## config.mk

```make
export PLATFORM = sky130hd
export DESIGN_NAME = ssp_port
export DESIGN_NICKNAME = d
export VERILOG_FILES = /design/src/pkg/ssp_pkg.sv /design/src/pkg/ssp_clk_if.sv /design/src/hw/ssp_pin_sync.sv /design/src/hw/ssp_sclk_gen.sv /design/src/hw/ssp_port.sv
export VERILOG_INCLUDE_DIRS = /design/src /design/src/pkg
export SDC_FILE = /design/constraint.sdc
export NUM_CORES = 1
export LEC_CHECK = 0
export BUFFER_PORTS_ARGS = -buffer_cell sky130_fd_sc_hd__buf_2
export CAP_MARGIN = 5
export CORE_MARGIN = 1.5
export CORE_UTILIZATION = 34
export DETAILED_ROUTE_END_ITERATION = 6
export GPL_TIMING_DRIVEN = 0
export PLACE_DENSITY_LB_ADDON = 0.1
export REMOVE_ABC_BUFFERS = 1
export SLEW_MARGIN = 20
export SYNTH_ARGS = -nofsm -noshare
export SYNTH_HDL_FRONTEND = slang
export SYNTH_SLANG_ARGS = --single-unit
```

## constraint.sdc

```tcl
create_clock -name core_clk -period 2.5 [get_ports core_clk]
set_input_delay 0.5 -clock core_clk [delete_from_list [all_inputs] [get_ports core_clk]]
set_output_delay 0.5 -clock core_clk [all_outputs]
set_load 0.1 [all_outputs]
```

## src/pkg/ssp_defines.svh

```systemverilog
/*
  ssp_defines.svh: register indices, field positions, reset values and timing
  counts for the synchronous serial shift port.
  Assumes a 32-bit APB master; each register index maps to byte address 4*index.
*/
// Notes on behaviour
// clock mode 00 slave, 01 master at CLK/2, 10 and 11 master at CLK.
// reset selects slave mode, shift register clocked from the external clock.
// master drives its own clock out; slave shifts on the received clock.
// master stops after 8 shift clocks and holds the clock pin low.
// slave ignores further clock edges once 8 cycles have arrived.
// transfer ends after counting 8 shift-clock cycles, then completion event.
// one 8-bit register shifts transmit data out and receive data in.
// byte loaded from two nibbles; writing trigger one starts shifting.
// serial output changes on each rising shift-clock edge.
// done flag always sets; interrupt only when its enable bit is set.
// sample input on rising edge if edge select is 1, else falling.
// received byte is readable through the two data nibbles.
// bit order bit selects LSB first or MSB first, both directions.
// in slave mode ready is high only while able to transfer.
// ready rises on trigger write, falls on first high clock level.
// any read or write of the high nibble drives ready low.
// port function bit routes the four pins to the port; cleared at reset.
// reading the trigger location returns one while a transfer runs.
// external master clocks only after ready, exactly eight cycles per byte.
// master keeps clock low and idle until the trigger is written.
`ifndef SSP_DEFINES_SVH
`define SSP_DEFINES_SVH

`define SSP_IDX_CTRL      8'hCC
`define SSP_IDX_CFG       8'hCD
`define SSP_IDX_DLO       8'hCE
`define SSP_IDX_DHI       8'hCF
`define SSP_IDX_IEN       8'hF0
`define SSP_IDX_FLAG      8'hF4

`define SSP_CTRL_PFS      0
`define SSP_CTRL_TRG      1
`define SSP_CFG_MODE_LO   0
`define SSP_CFG_MODE_HI   1
`define SSP_CFG_SEDGE     2
`define SSP_CFG_ORDER     3
`define SSP_IEN_BIT       1
`define SSP_FLAG_BIT      0

`define SSP_RST_MODE      2'h0
`define SSP_RST_BIT       1'h0

`define SSP_BITS          8
`define SSP_CORE_HZ       50000000
`define SSP_SYS_HZ        32768
`define SSP_HALF_FULL_CYC (`SSP_CORE_HZ / (2 * `SSP_SYS_HZ))

`endif

```

## src/pkg/ssp_pkg.sv

```systemverilog
/*
  ssp_pkg: types shared by the serial shift port modules.
  Assumes nothing beyond a SystemVerilog compiler.
*/
`default_nettype none
package ssp_pkg;
  typedef enum logic [1:0] {SSP_SLAVE, SSP_MASTER_HALF, SSP_MASTER_FULL} ssp_mode_t;
  typedef enum logic {SSP_IDLE, SSP_SHIFT} ssp_state_t;
  typedef enum logic [2:0] {
    SSP_R_CTRL, SSP_R_CFG, SSP_R_DLO, SSP_R_DHI, SSP_R_IEN, SSP_R_FLAG, SSP_R_NONE
  } ssp_reg_t;
endpackage
`default_nettype wire

```

## src/pkg/ssp_clk_if.sv

```systemverilog
/*
  ssp_clk_if: synchronised pin levels and internal clock generator control.
  Assumes all members live in the core_clk domain.
*/
`timescale 1ns/1ns
`default_nettype none
interface ssp_clk_if;
  logic sclk_pin_s;
  logic sin_pin_s;
  logic gen_start;
  logic gen_half;
  logic gen_level;
  logic gen_busy;
  modport sync (output sclk_pin_s, sin_pin_s);
  modport gen  (input gen_start, gen_half, output gen_level, gen_busy);
  modport core (input sclk_pin_s, sin_pin_s, gen_level, gen_busy,
                output gen_start, gen_half);
endinterface
`default_nettype wire

```

## src/hw/ssp_pin_sync.sv

```systemverilog
/*
  ssp_pin_sync: two-flop synchronisers for the clock and data input pins.
  Assumes pins are asynchronous to core_clk.
*/
`timescale 1ns/1ns
`default_nettype none
module ssp_pin_sync
  import ssp_pkg::*;
(
  input  wire logic       core_clk,
  input  wire logic       nrst,
  input  wire logic       sclk_pin_i,
  input  wire logic       sin_pin_i,
  ssp_clk_if.sync         cs
);
  logic [1:0] raw;
  wire  [1:0] sync_v;

  assign raw = {sclk_pin_i, sin_pin_i};

  // each stage owns its flops, so no vector has two driving processes
  genvar g;
  generate
    for (g = 0; g < 2; g++)
    begin : g_sync
      logic meta_r;
      logic sync_r;
      always_ff @(posedge core_clk or negedge nrst)
      begin
        if (!nrst)
        begin
          meta_r <= 1'h0;
          sync_r <= 1'h0;
        end
        else
        begin
          meta_r <= raw[g];
          sync_r <= meta_r;
        end
      end
      assign sync_v[g] = sync_r;
    end
  endgenerate

  assign cs.sclk_pin_s = sync_v[1];
  assign cs.sin_pin_s  = sync_v[0];
endmodule
`default_nettype wire

```

## src/hw/ssp_sclk_gen.sv

```systemverilog
/*
  ssp_sclk_gen: master shift-clock generator, eight cycles per start, ends low.
  Assumes gen_start is a one-cycle pulse from the core.
*/
`timescale 1ns/1ns
`default_nettype none
`include "ssp_defines.svh"
module ssp_sclk_gen
  import ssp_pkg::*;
#(
  parameter logic [11:0] HALF_CYC = 12'(`SSP_HALF_FULL_CYC)
)
(
  input  wire logic       core_clk,
  input  wire logic       nrst,
  ssp_clk_if.gen          cg
);
  logic [11:0] cnt_r;
  logic [11:0] lim_r;
  logic [4:0]  tog_r;
  logic        lvl_r;
  logic        busy_r;

  always_ff @(posedge core_clk or negedge nrst)
  begin
    if (!nrst)
    begin
      cnt_r  <= 12'h000;
      lim_r  <= 12'h000;
      tog_r  <= 5'h00;
      lvl_r  <= 1'h0;
      busy_r <= 1'h0;
    end
    else if (!busy_r && cg.gen_start)
    begin
      lim_r  <= cg.gen_half ? 12'(2 * HALF_CYC - 1) : 12'(HALF_CYC - 1);
      cnt_r  <= cg.gen_half ? 12'(2 * HALF_CYC - 1) : 12'(HALF_CYC - 1);
      tog_r  <= 5'h00;
      lvl_r  <= 1'h0;
      busy_r <= 1'h1;
    end
    else if (busy_r)
    begin
      if (cnt_r == 12'h000)
      begin
        lvl_r <= ~lvl_r;
        tog_r <= tog_r + 5'h01;
        cnt_r <= lim_r;
        // sixteenth toggle lands low and stops the clock
        if (tog_r == 5'(2 * `SSP_BITS - 1))
          busy_r <= 1'h0;
      end
      else
        cnt_r <= cnt_r - 12'h001;
    end
  end

  assign cg.gen_level = lvl_r;
  assign cg.gen_busy  = busy_r;
endmodule
`default_nettype wire

```

## src/hw/ssp_port.sv

```systemverilog
/*
  ssp_port: 8-bit synchronous serial shift port with an APB register slave.
  Assumes a 32-bit APB master on core_clk and port pins resolved outside
  from the value/enable pairs; serial pins are asynchronous to core_clk.
*/
`timescale 1ns/1ns
`default_nettype none
`include "ssp_defines.svh"
module ssp_port
  import ssp_pkg::*;
#(
  parameter logic [11:0] HALF_CYC = 12'(`SSP_HALF_FULL_CYC)
)
(
  input  wire logic        core_clk,
  input  wire logic        nrst,
  input  wire logic        psel,
  input  wire logic        penable,
  input  wire logic        pwrite,
  input  wire logic [11:0] paddr,
  input  wire logic [31:0] pwdata,
  output logic      [31:0] prdata,
  output logic             pready,
  output logic             pslverr,
  input  wire logic        serial_in_pin,
  input  wire logic        sclk_pin_i,
  output logic             sclk_pin_o,
  output logic             sclk_pin_oe,
  output logic             serial_out_pin,
  output logic             serial_out_pin_oe,
  output logic             slave_ready_out,
  output logic             slave_ready_out_oe,
  output logic             transfer_irq
);
  ssp_clk_if ck ();

  ssp_pin_sync u_sync (
    .core_clk   (core_clk),
    .nrst       (nrst),
    .sclk_pin_i (sclk_pin_i),
    .sin_pin_i  (serial_in_pin),
    .cs         (ck.sync)
  );

  ssp_sclk_gen #(.HALF_CYC(HALF_CYC)) u_gen (
    .core_clk (core_clk),
    .nrst     (nrst),
    .cg       (ck.gen)
  );

  function automatic ssp_reg_t reg_of(input logic [11:0] a);
    if (a[1:0] != 2'h0 || a[11:10] != 2'h0)
      return SSP_R_NONE;
    case (a[9:2])
      `SSP_IDX_CTRL: return SSP_R_CTRL;
      `SSP_IDX_CFG:  return SSP_R_CFG;
      `SSP_IDX_DLO:  return SSP_R_DLO;
      `SSP_IDX_DHI:  return SSP_R_DHI;
      `SSP_IDX_IEN:  return SSP_R_IEN;
      `SSP_IDX_FLAG: return SSP_R_FLAG;
      default:       return SSP_R_NONE;
    endcase
  endfunction

  function automatic ssp_mode_t mode_of(input logic [1:0] m);
    case (m)
      2'h0:    return SSP_SLAVE;
      2'h1:    return SSP_MASTER_HALF;
      default: return SSP_MASTER_FULL;
    endcase
  endfunction

  // register state
  logic       pfs_r;
  logic [1:0] mode_r;
  logic       sedge_r;
  logic       order_r;
  logic       ien_r;
  logic       flag_r;
  logic [7:0] sr_r;
  ssp_state_t st_r;
  logic [3:0] cyc_r;
  logic       serial_out_pin_r;
  logic       rdy_r;
  logic       irq_r;
  logic       lvl_q_r;
  logic       sclk_o_r;
  logic       sclk_oe_r;
  logic       serial_out_pin_oe_r;
  logic       rdy_oe_r;
  logic       pready_r;
  logic       pslverr_r;
  logic [31:0] prdata_r;
  logic [31:0] prdata_nxt;

  // bus decode
  ssp_reg_t   sel_reg;
  logic       acc;
  logic       wr;
  logic       rd;
  logic       trig_wr;
  logic       dhi_acc;
  logic       is_master;
  logic       run;

  // shift clock events
  logic       sel_lvl;
  logic       rise_evt;
  logic       fall_evt;
  logic       samp_evt;
  logic       done_evt;
  logic       out_bit;
  logic [7:0] sr_shift;

  assign sel_reg   = reg_of(paddr);
  assign acc       = psel && penable && pready_r;
  assign wr        = acc && pwrite;
  assign rd        = acc && !pwrite;
  assign run       = (st_r == SSP_SHIFT);
  assign trig_wr   = wr && sel_reg == SSP_R_CTRL && pwdata[`SSP_CTRL_TRG] && !run;
  assign dhi_acc   = acc && sel_reg == SSP_R_DHI;
  assign is_master = mode_of(mode_r) != SSP_SLAVE;

  // internal clock in master, pin clock in slave
  assign sel_lvl  = is_master ? ck.gen_level : ck.sclk_pin_s;
  assign rise_evt = run && sel_lvl && !lvl_q_r;
  assign fall_evt = run && !sel_lvl && lvl_q_r;
  assign samp_evt = sedge_r ? rise_evt : fall_evt;
  // a cycle ends on its falling edge; the eighth ends the transfer
  assign done_evt = fall_evt && cyc_r == 4'(`SSP_BITS - 1);
  assign out_bit  = order_r ? sr_r[0] : sr_r[7];
  assign sr_shift = order_r ? {ck.sin_pin_s, sr_r[7:1]} : {sr_r[6:0], ck.sin_pin_s};

  assign ck.gen_start = trig_wr && is_master;
  assign ck.gen_half  = mode_of(mode_r) == SSP_MASTER_HALF;

  // apb: one wait state so read data comes from a flop
  always_comb
  begin
    prdata_nxt = 32'h0000_0000;
    case (sel_reg)
      SSP_R_CTRL:
      begin
        prdata_nxt[`SSP_CTRL_PFS] = pfs_r;
        prdata_nxt[`SSP_CTRL_TRG] = run;
      end
      SSP_R_CFG:  prdata_nxt[3:0] = {order_r, sedge_r, mode_r};
      SSP_R_DLO:  prdata_nxt[3:0] = sr_r[3:0];
      SSP_R_DHI:  prdata_nxt[3:0] = sr_r[7:4];
      SSP_R_IEN:  prdata_nxt[`SSP_IEN_BIT] = ien_r;
      SSP_R_FLAG: prdata_nxt[`SSP_FLAG_BIT] = flag_r;
      default:    prdata_nxt = 32'h0000_0000;
    endcase
  end

  always_ff @(posedge core_clk or negedge nrst)
  begin
    if (!nrst)
    begin
      pready_r  <= 1'h0;
      pslverr_r <= 1'h0;
      prdata_r  <= 32'h0000_0000;
    end
    else if (psel && penable && !pready_r)
    begin
      pready_r  <= 1'h1;
      pslverr_r <= sel_reg == SSP_R_NONE;
      prdata_r  <= pwrite ? 32'h0000_0000 : prdata_nxt;
    end
    else
    begin
      pready_r  <= 1'h0;
      pslverr_r <= 1'h0;
    end
  end

  // software configuration
  always_ff @(posedge core_clk or negedge nrst)
  begin
    if (!nrst)
    begin
      pfs_r   <= `SSP_RST_BIT;
      mode_r  <= `SSP_RST_MODE;
      sedge_r <= `SSP_RST_BIT;
      order_r <= `SSP_RST_BIT;
      ien_r   <= `SSP_RST_BIT;
    end
    else if (wr)
    begin
      if (sel_reg == SSP_R_CTRL)
        pfs_r <= pwdata[`SSP_CTRL_PFS];
      if (sel_reg == SSP_R_CFG)
      begin
        mode_r  <= pwdata[`SSP_CFG_MODE_HI:`SSP_CFG_MODE_LO];
        sedge_r <= pwdata[`SSP_CFG_SEDGE];
        order_r <= pwdata[`SSP_CFG_ORDER];
      end
      if (sel_reg == SSP_R_IEN)
        ien_r <= pwdata[`SSP_IEN_BIT];
    end
  end

  // transfer state
  always_ff @(posedge core_clk or negedge nrst)
  begin
    if (!nrst)
      st_r <= SSP_IDLE;
    else
    begin
      case (st_r)
        SSP_IDLE:  if (trig_wr) st_r <= SSP_SHIFT;
        SSP_SHIFT: if (done_evt) st_r <= SSP_IDLE;
        default:   st_r <= SSP_IDLE;
      endcase
    end
  end

  // edges beyond the eighth cycle find the port idle and are dropped
  always_ff @(posedge core_clk or negedge nrst)
  begin
    if (!nrst)
      cyc_r <= 4'h0;
    else if (trig_wr)
      cyc_r <= 4'h0;
    else if (fall_evt)
      cyc_r <= cyc_r + 4'h1;
  end

  always_ff @(posedge core_clk or negedge nrst)
  begin
    if (!nrst)
      lvl_q_r <= 1'h0;
    else
      lvl_q_r <= sel_lvl;
  end

  // one register both ways; nibble writes are ignored mid-transfer
  always_ff @(posedge core_clk or negedge nrst)
  begin
    if (!nrst)
      sr_r <= 8'h00;
    else if (samp_evt)
      sr_r <= sr_shift;
    else if (wr && !run && sel_reg == SSP_R_DLO)
      sr_r[3:0] <= pwdata[3:0];
    else if (wr && !run && sel_reg == SSP_R_DHI)
      sr_r[7:4] <= pwdata[3:0];
  end

  // taken from the pre-shift value, so a rising-edge sample never corrupts it
  always_ff @(posedge core_clk or negedge nrst)
  begin
    if (!nrst)
      serial_out_pin_r <= 1'h0;
    else if (rise_evt)
      serial_out_pin_r <= out_bit;
  end

  // set wins over clear-on-read; only a bit the read returned is cleared
  always_ff @(posedge core_clk or negedge nrst)
  begin
    if (!nrst)
      flag_r <= 1'h0;
    else if (done_evt)
      flag_r <= 1'h1;
    else if (rd && sel_reg == SSP_R_FLAG && prdata_r[`SSP_FLAG_BIT])
      flag_r <= 1'h0;
  end

  always_ff @(posedge core_clk or negedge nrst)
  begin
    if (!nrst)
      irq_r <= 1'h0;
    else
      irq_r <= flag_r && ien_r;
  end

  // ready: slave only, up on trigger, down on first high clock or high nibble
  always_ff @(posedge core_clk or negedge nrst)
  begin
    if (!nrst)
      rdy_r <= 1'h0;
    else if (trig_wr && !is_master)
      rdy_r <= 1'h1;
    else if (is_master || dhi_acc || (run && ck.sclk_pin_s))
      rdy_r <= 1'h0;
  end

  // pin drivers; everything off while the pins are ordinary i/o
  always_ff @(posedge core_clk or negedge nrst)
  begin
    if (!nrst)
    begin
      sclk_o_r  <= 1'h0;
      sclk_oe_r <= 1'h0;
      serial_out_pin_oe_r <= 1'h0;
      rdy_oe_r  <= 1'h0;
    end
    else
    begin
      sclk_o_r  <= is_master && ck.gen_level;
      sclk_oe_r <= pfs_r && is_master;
      serial_out_pin_oe_r <= pfs_r;
      rdy_oe_r  <= pfs_r && !is_master;
    end
  end

  assign prdata             = prdata_r;
  assign pready             = pready_r;
  assign pslverr            = pslverr_r;
  assign sclk_pin_o         = sclk_o_r;
  assign sclk_pin_oe        = sclk_oe_r;
  assign serial_out_pin     = serial_out_pin_r;
  assign serial_out_pin_oe  = serial_out_pin_oe_r;
  assign slave_ready_out    = rdy_r;
  assign slave_ready_out_oe = rdy_oe_r;
  assign transfer_irq       = irq_r;
endmodule
`default_nettype wire

```

-- Word level (Yosys, flattened, before mapping)
Cells that the tools add are included.
- register bits: 97
- bits of input ports: 51
- output and inout port bits: 41
- logic and storage cells: 149
- $add $sub $neg: 3
- equal/unequal tests: 17
- multiplexer cells: 42
- bitwise logic cells: 2
- reduce and logical (&&, ||, !) cells: 55
- operator list (cell ; number):
    $eq A8 B8 Y1 const B ; 6
    $mux W12 ; 3
    $logic_and A1 B1 Y1 ; 27
    $mux W4 ; 6
    $reduce_bool A2 Y1 ; 10
    $mux W1 ; 19
    $pmux W3 S6 ; 1
    $mux W8 ; 2
    $mux W5 ; 3
    $logic_not A12 Y1 ; 1
    $sub A12 B1 Y12 const B ; 1
    $mux W11 ; 1
    $pmux W1 S5 ; 2
    $reduce_and A2 Y1 ; 5
    $eq A3 B3 Y1 const B ; 3
    $logic_not A1 Y1 ; 7
    $eq A3 B2 Y1 const B ; 2
    $mux W3 ; 2
    $pmux W2 S3 ; 1
    $add A5 B1 Y5 const B ; 1
    $eq A5 B4 Y1 const B ; 1
    $add A4 B1 Y4 const B ; 1
    $eq A2 B1 Y1 const B ; 2
    $eq A4 B3 Y1 const B ; 1
    8 further kinds ; 11

-- Longest topological paths before layout
- word-level depth: 12
- mapped depth: 9
- mapped depth without buffers: 7

-- Hierarchy
Synthesis repeated with hierarchy kept, for this count alone.
- cells, all modules: 345
- area, all modules: 3597.2 um2
- modules (own cells, without submodules) (module ; times used ; cells each ; area each (um2) ; seq. area each (um2)):
    ssp_port ; 1 ; 206 ; 2184.6 ; 850.8
    ssp_sclk_gen ; 1 ; 135 ; 1312.5 ; 550.5
    ssp_pin_sync ; 1 ; 4 ; 100.1 ; 100.1

-- Least setup slack after synthesis
No wires, ideal clock.
- path type: reg-to-reg
- from: register pready_r, in the netlist pready
- to: register u_gen.lim_r[8]
- library setup time: 0.125 ns
- data arrival time: 2.424 ns
- data required time: 2.375 ns
- setup slack: -0.049 ns
- cell stages (with the launch flop): 6
- path buffers: 1
- clock period less this slack: 2.549 ns
- cell sequence: dfrtp_1 nand4_1 nor3_1 and2_1 clkbuf_1 mux2_2
- word-level cells in the longest chain between the ends: 7
- ends and longest elaborated chain (what ; line ; source):
    start, declared ; ssp_port.sv:91 ; logic pready_r;
    start signal, assigned ; ssp_port.sv:160 ; pready_r <= 1'h0;
    start signal, assigned ; ssp_port.sv:166 ; pready_r <= 1'h1;
    start signal, assigned ; ssp_port.sv:172 ; pready_r <= 1'h0;
    $logic_and A1 B1 Y1 ; ssp_port.sv:116 ; assign acc = psel && penable && pready_r;
    $logic_and A1 B1 Y1 ; ssp_port.sv:117 ; assign wr = acc && pwrite;
    $logic_and A1 B1 Y1 (3 in series) ; ssp_port.sv:120 ; assign trig_wr = wr && sel_reg == SSP_R_CTRL && pwdata[`SSP_CTRL_TRG] && !run;
    $logic_and A1 B1 Y1 ; ssp_port.sv:134 ; assign ck.gen_start = trig_wr && is_master;
    $logic_and A1 B1 Y1 ; ssp_sclk_gen.sv:34 ; else if (!busy_r && cg.gen_start)
    end signal, assigned ; ssp_sclk_gen.sv:36 ; lim_r <= cg.gen_half ? 12'(2 * HALF_CYC - 1) : 12'(HALF_CYC - 1);
    end, declared ; ssp_sclk_gen.sv:19 ; logic [11:0] lim_r;
Every way passes these cells.
A chain may end at the register's enable or synchronous reset.

-- Worst setup path in the final report
- from: register u_gen.cnt_r[0]
- to: register u_gen.cnt_r[5]
- word-level cells in the longest chain between the ends: 4
- elaborated cells on any way between the ends: 5
- classes of those cells: add/sub (1); mux (3); reduce/logical (1)
- ends and longest elaborated chain (what ; line ; source):
    start, declared ; ssp_sclk_gen.sv:18 ; logic [11:0] cnt_r;
    start signal, assigned ; ssp_sclk_gen.sv:37 ; cnt_r <= cg.gen_half ? 12'(2 * HALF_CYC - 1) : 12'(HALF_CYC - 1);
    start signal, assigned ; ssp_sclk_gen.sv:48 ; cnt_r <= lim_r;
    start signal, assigned ; ssp_sclk_gen.sv:54 ; cnt_r <= cnt_r - 12'h001;
    $sub A12 B1 Y12 or $logic_not A12 Y1 (tied branches) ; ssp_sclk_gen.sv:54, ssp_sclk_gen.sv:44 ;
    $mux W12 * ; ssp_sclk_gen.sv:44 ; if (cnt_r == 12'h000)
    $mux W12 * ; ssp_sclk_gen.sv:42 ; else if (busy_r)
    $mux W12 * ; ssp_sclk_gen.sv:34 ;
Every way passes the cells marked *; elsewhere a longest branch is shown, timed or not. The select of a mux whose other input is x is not followed.

==> summary.md <==
| Metric | Value |
|---|---|
| Initial antenna violation count | 0 |
| Die Ht | 104.2 um |
| Num CTS Buffers | 9 |
| Layout Skew | 0.01029 ns |
| Grt met2 use | 19.87% |
| Crit path top cell by count | or4b_4 |
| Routed len/inst | 14.93 um |
| RSZ-0062 raised after global routing | false |
| CTS Sinks | 60 |
| Crit. End Element | flop |
| First-pass GRT wire length | 12660 um |
| Clk buf depth | 2 |
| Fraction of registers with async set/reset | 100.0% |
| Clock root cell | clkbuf_8 |
| DRT antenna net count | 0 |
| HPWL Detailed | 5398 um |
| Drt total wl | 7541 um |
| Hold crit path type | input port to asynchronous set/reset pin |
| Yosys warns | 0 |
| Drt via density | 5.046 |
| CP Cell Sequence | inv_2 > ha_1 > or4b_4 > or4b_4 > and2_4 > a21oi_1 > a2bb2oi_1 |
| Peak supply drop | 192.9 uV |
| Met3 global-route usage | 3.195% |
| GRT Util Overall | 14.71% |
| Place WS | -0.2562 ns |
| Die width | 104.2 um |
| Critical path type | flop to flop |
| Mapped Cells | 335 |
| Max frequency | 418.8 MHz |
| Area growth, synth to finish | 11.35% |
| Layout cells sized above 1 | 20.70% |
| Finish-stage setup viols | 0 |
| DRT iter0 DRCs | 149 |
| Slew headroom | 42.01% |
| Cell Pwr Density | 522.6 mW/mm^2 |
| Ratio of final minimum period to clock period | 95.51% |
| Post-layout nets | 423 |
| PnR worst setup slack | 0.1122 ns |
| Crit path max-delay family | simple AND/OR/NAND/NOR gates |
| CTS clk-pin slew, worst paths | 0.07 ns |
| Crit-path max FO | 8 |
| Slowest CP cell | or4b_4 |
| Commonest non-fill, non-tap cell in the layout | dfrtp_1 |
| Drt drc | 0 |
| Max H-tree Level | 3 |
| Most frequent cells in the layout | 60 x dfrtp_1, 34 x buf_2, 28 x mux2i_1, 28 x conb_1, 23 x nand2_1 |
| Die Area | 0.01086 mm^2 |
| Vias in the first global route | 2402 |
| DR vias | 2548 |
| Final Wtd Congestion | 0.8471 |
| Placed Cells | 486 |
| Crit path DAT | 2.64 ns |
| Register area share after synthesis | 43.09% |
| CP max stage delay | 0.62 ns |
| Busiest metal layer after global routing | met1 |
| Fin. max-slew vios | 0 |
| Crit start category | flop |
| Clock latency at the later pin of the worst-skew pair | 0.34 ns |
| Max-capacitance violation count | 0 |
| Avg Inst Size Synth | 10.40 um^2 |
| CTS tree | built |
| Io pins | 92 |
| Power Total | 2.028 mW |
| Netlist cell types | 64 |
| Largest net degree at the start of global routing | 43 |
| Register bit total from synthesis | 60 |
| ANT cells | 0 |
| Worst-Margin Slew | 0.8698 ns |
| Core Region | 0.009864 mm^2 |
| Met1 global-route usage | 22.16% |
| EDFF count, synth | 0 |
| CP bufs+invs | 1 |
| Final hold violations | 0 |
| Final Critical Period | 2.388 ns |
| Synth Cell Area | 0.003485 mm^2 |
| Effective utilization at floorplan | 35.32% |
| Status | finished, final reports clean |
| Leak Pwr | 1.833 nW |
| Ys flop type | dfrtp_1 |
| Global route overflow | 0 |
| Core Rows | 36 |
| CP Data Required Time | 2.75 ns |
| DR pass1 iterations | 4 |
| PortBufs | 35 |
| Non-Filler Instances | 505 |
==> flip-flops by register name, indices dropped and copies added, names as in the netlist, 2 cells and up <==
signal / cells
cyc_r: 4
mode_r: 2
prdata: 4
sr_r: 8
u_gen.cnt_r: 12
u_gen.lim_r: 3
u_gen.tog_r: 5
u_sync.g_sync.meta_r: 2
==> path summary, 6_finish.rpt <==
| kind | start | endpoint | slack (ns) | cells after the start |
|---|---|---|---|---|
| min in group core_clk | sclk_pin_i | u_sync.g_sync[1].meta_r$_DFF_PN0_ | 0.27 | 1 |
| min | nrst | prdata[1]$_DFFE_PN0P_ | 0.04 | 1 |
| max reg2reg | u_gen.cnt_r[0]$_DFFE_PN0P_ | u_gen.cnt_r[5]$_DFFE_PN0P_ | 0.11 | 7 |
| min reg2reg | u_sync.g_sync[0].meta_r$_DFF_PN0_ | u_sync.cs.sin_pin_s$_DFF_PN0_ | 0.35 | 0 |
| max in group asynchronous | nrst | u_gen.cg.gen_busy$_DFF_PN0_ | 1.96 | 2 |
| max | u_gen.cnt_r[0]$_DFFE_PN0P_ | u_gen.cnt_r[5]$_DFFE_PN0P_ | 0.11 | 7 |
==> metal layers <==
metal | share of wire (%) | wire, um
met5 | 0 | 0
met4 | 1.6 | 123
met3 | 5.1 | 388
met2 | 41 | 3119
met1 | 52 | 3910
==> synth_stat cells, types with 3 or more instances <==
| cell | count | share of area, % |
|---|---|---|
| nor2_1 | 15 | 1.6 |
| xor2_1 | 6 | 1.5 |
| nand2_1 | 23 | 2.5 |
| a21o_1 | 4 | 0.86 |
| o31ai_1 | 3 | 0.65 |
| xnor2_1 | 3 | 0.75 |
| a21oi_1 | 10 | 1.4 |
| and3_1 | 3 | 0.54 |
| ha_1 | 5 | 1.8 |
| clkbuf_1 | 12 | 1.3 |
| mux2i_1 | 28 | 8.0 |
| and2_1 | 4 | 0.72 |
| o21ai_0 | 8 | 1.1 |
| a2bb2oi_1 | 4 | 1.0 |
| dfrtp_1 | 60 | 43 |
| inv_1 | 10 | 1.1 |
| or4_1 | 4 | 0.86 |
| a22o_1 | 8 | 2.0 |
| nor3_1 | 8 | 1.1 |
| buf_6 | 3 | 0.97 |
| nor4_1 | 4 | 0.72 |
| nor3b_1 | 8 | 1.7 |
| nand4_1 | 6 | 1.1 |
| mux2_2 | 6 | 1.9 |
| nand3_1 | 6 | 0.86 |
| buf_4 | 28 | 6.0 |
==> stage by stage <==
step	TNS [ns]	hold WS [ns]	util [%]	cell area, um^2
CTS	0	0.02531	38.81	3829
global route	0	0.03240	39.33	3880
global placement	-2.848	0.3318	36.78	3628
finish	0	0.03512	39.33	3880
floorplan	0	0.2044	-	3287
detailed placement	-3.925	0.3371	37.09	3659
==> where the power goes <==
group / leakage [nW] / internal [mW] / switching, mW
sequential: 0.728 / 0.977 / 0.00369
clock: 0.0824 / 0.384 / 0.385
combinational: 1.02 / 0.0312 / 0.247
==> cell type report <==
type                            count  area [um^2]
Clock buffer                       12        145.1
Sequential cell                    60         1501
Tap cell                          133        166.4
Inverter                           10        37.54
Fill cell                         984         5984
Multi-Input combinational cell    247         1764
Clock inverter                      4        25.02
Timing Repair Buffer               39        240.2
==> cell families after synthesis <==
| family | share of synthesized area [%] |
|---|---|
| xor gates and xnor gates | 2.262 |
| AOI/OAI and AO/OA | 12.60 |
| other | 0.1076 |
| muxes | 11.60 |
| DFF | 43.09 |
| and+or+nand+nor | 18.89 |
| adders and majority gates | 1.795 |
| buffers and inverters | 9.659 |
==> what timing repair did <==
action	4_1_cts	5_1_grt
setup buffers	0	3
setup endpoints to repair	1	18
resized for setup	0	4
hold buffers	0	0
pin swaps	1	1
Note: power is estimated with default switching activity, not from simulation.
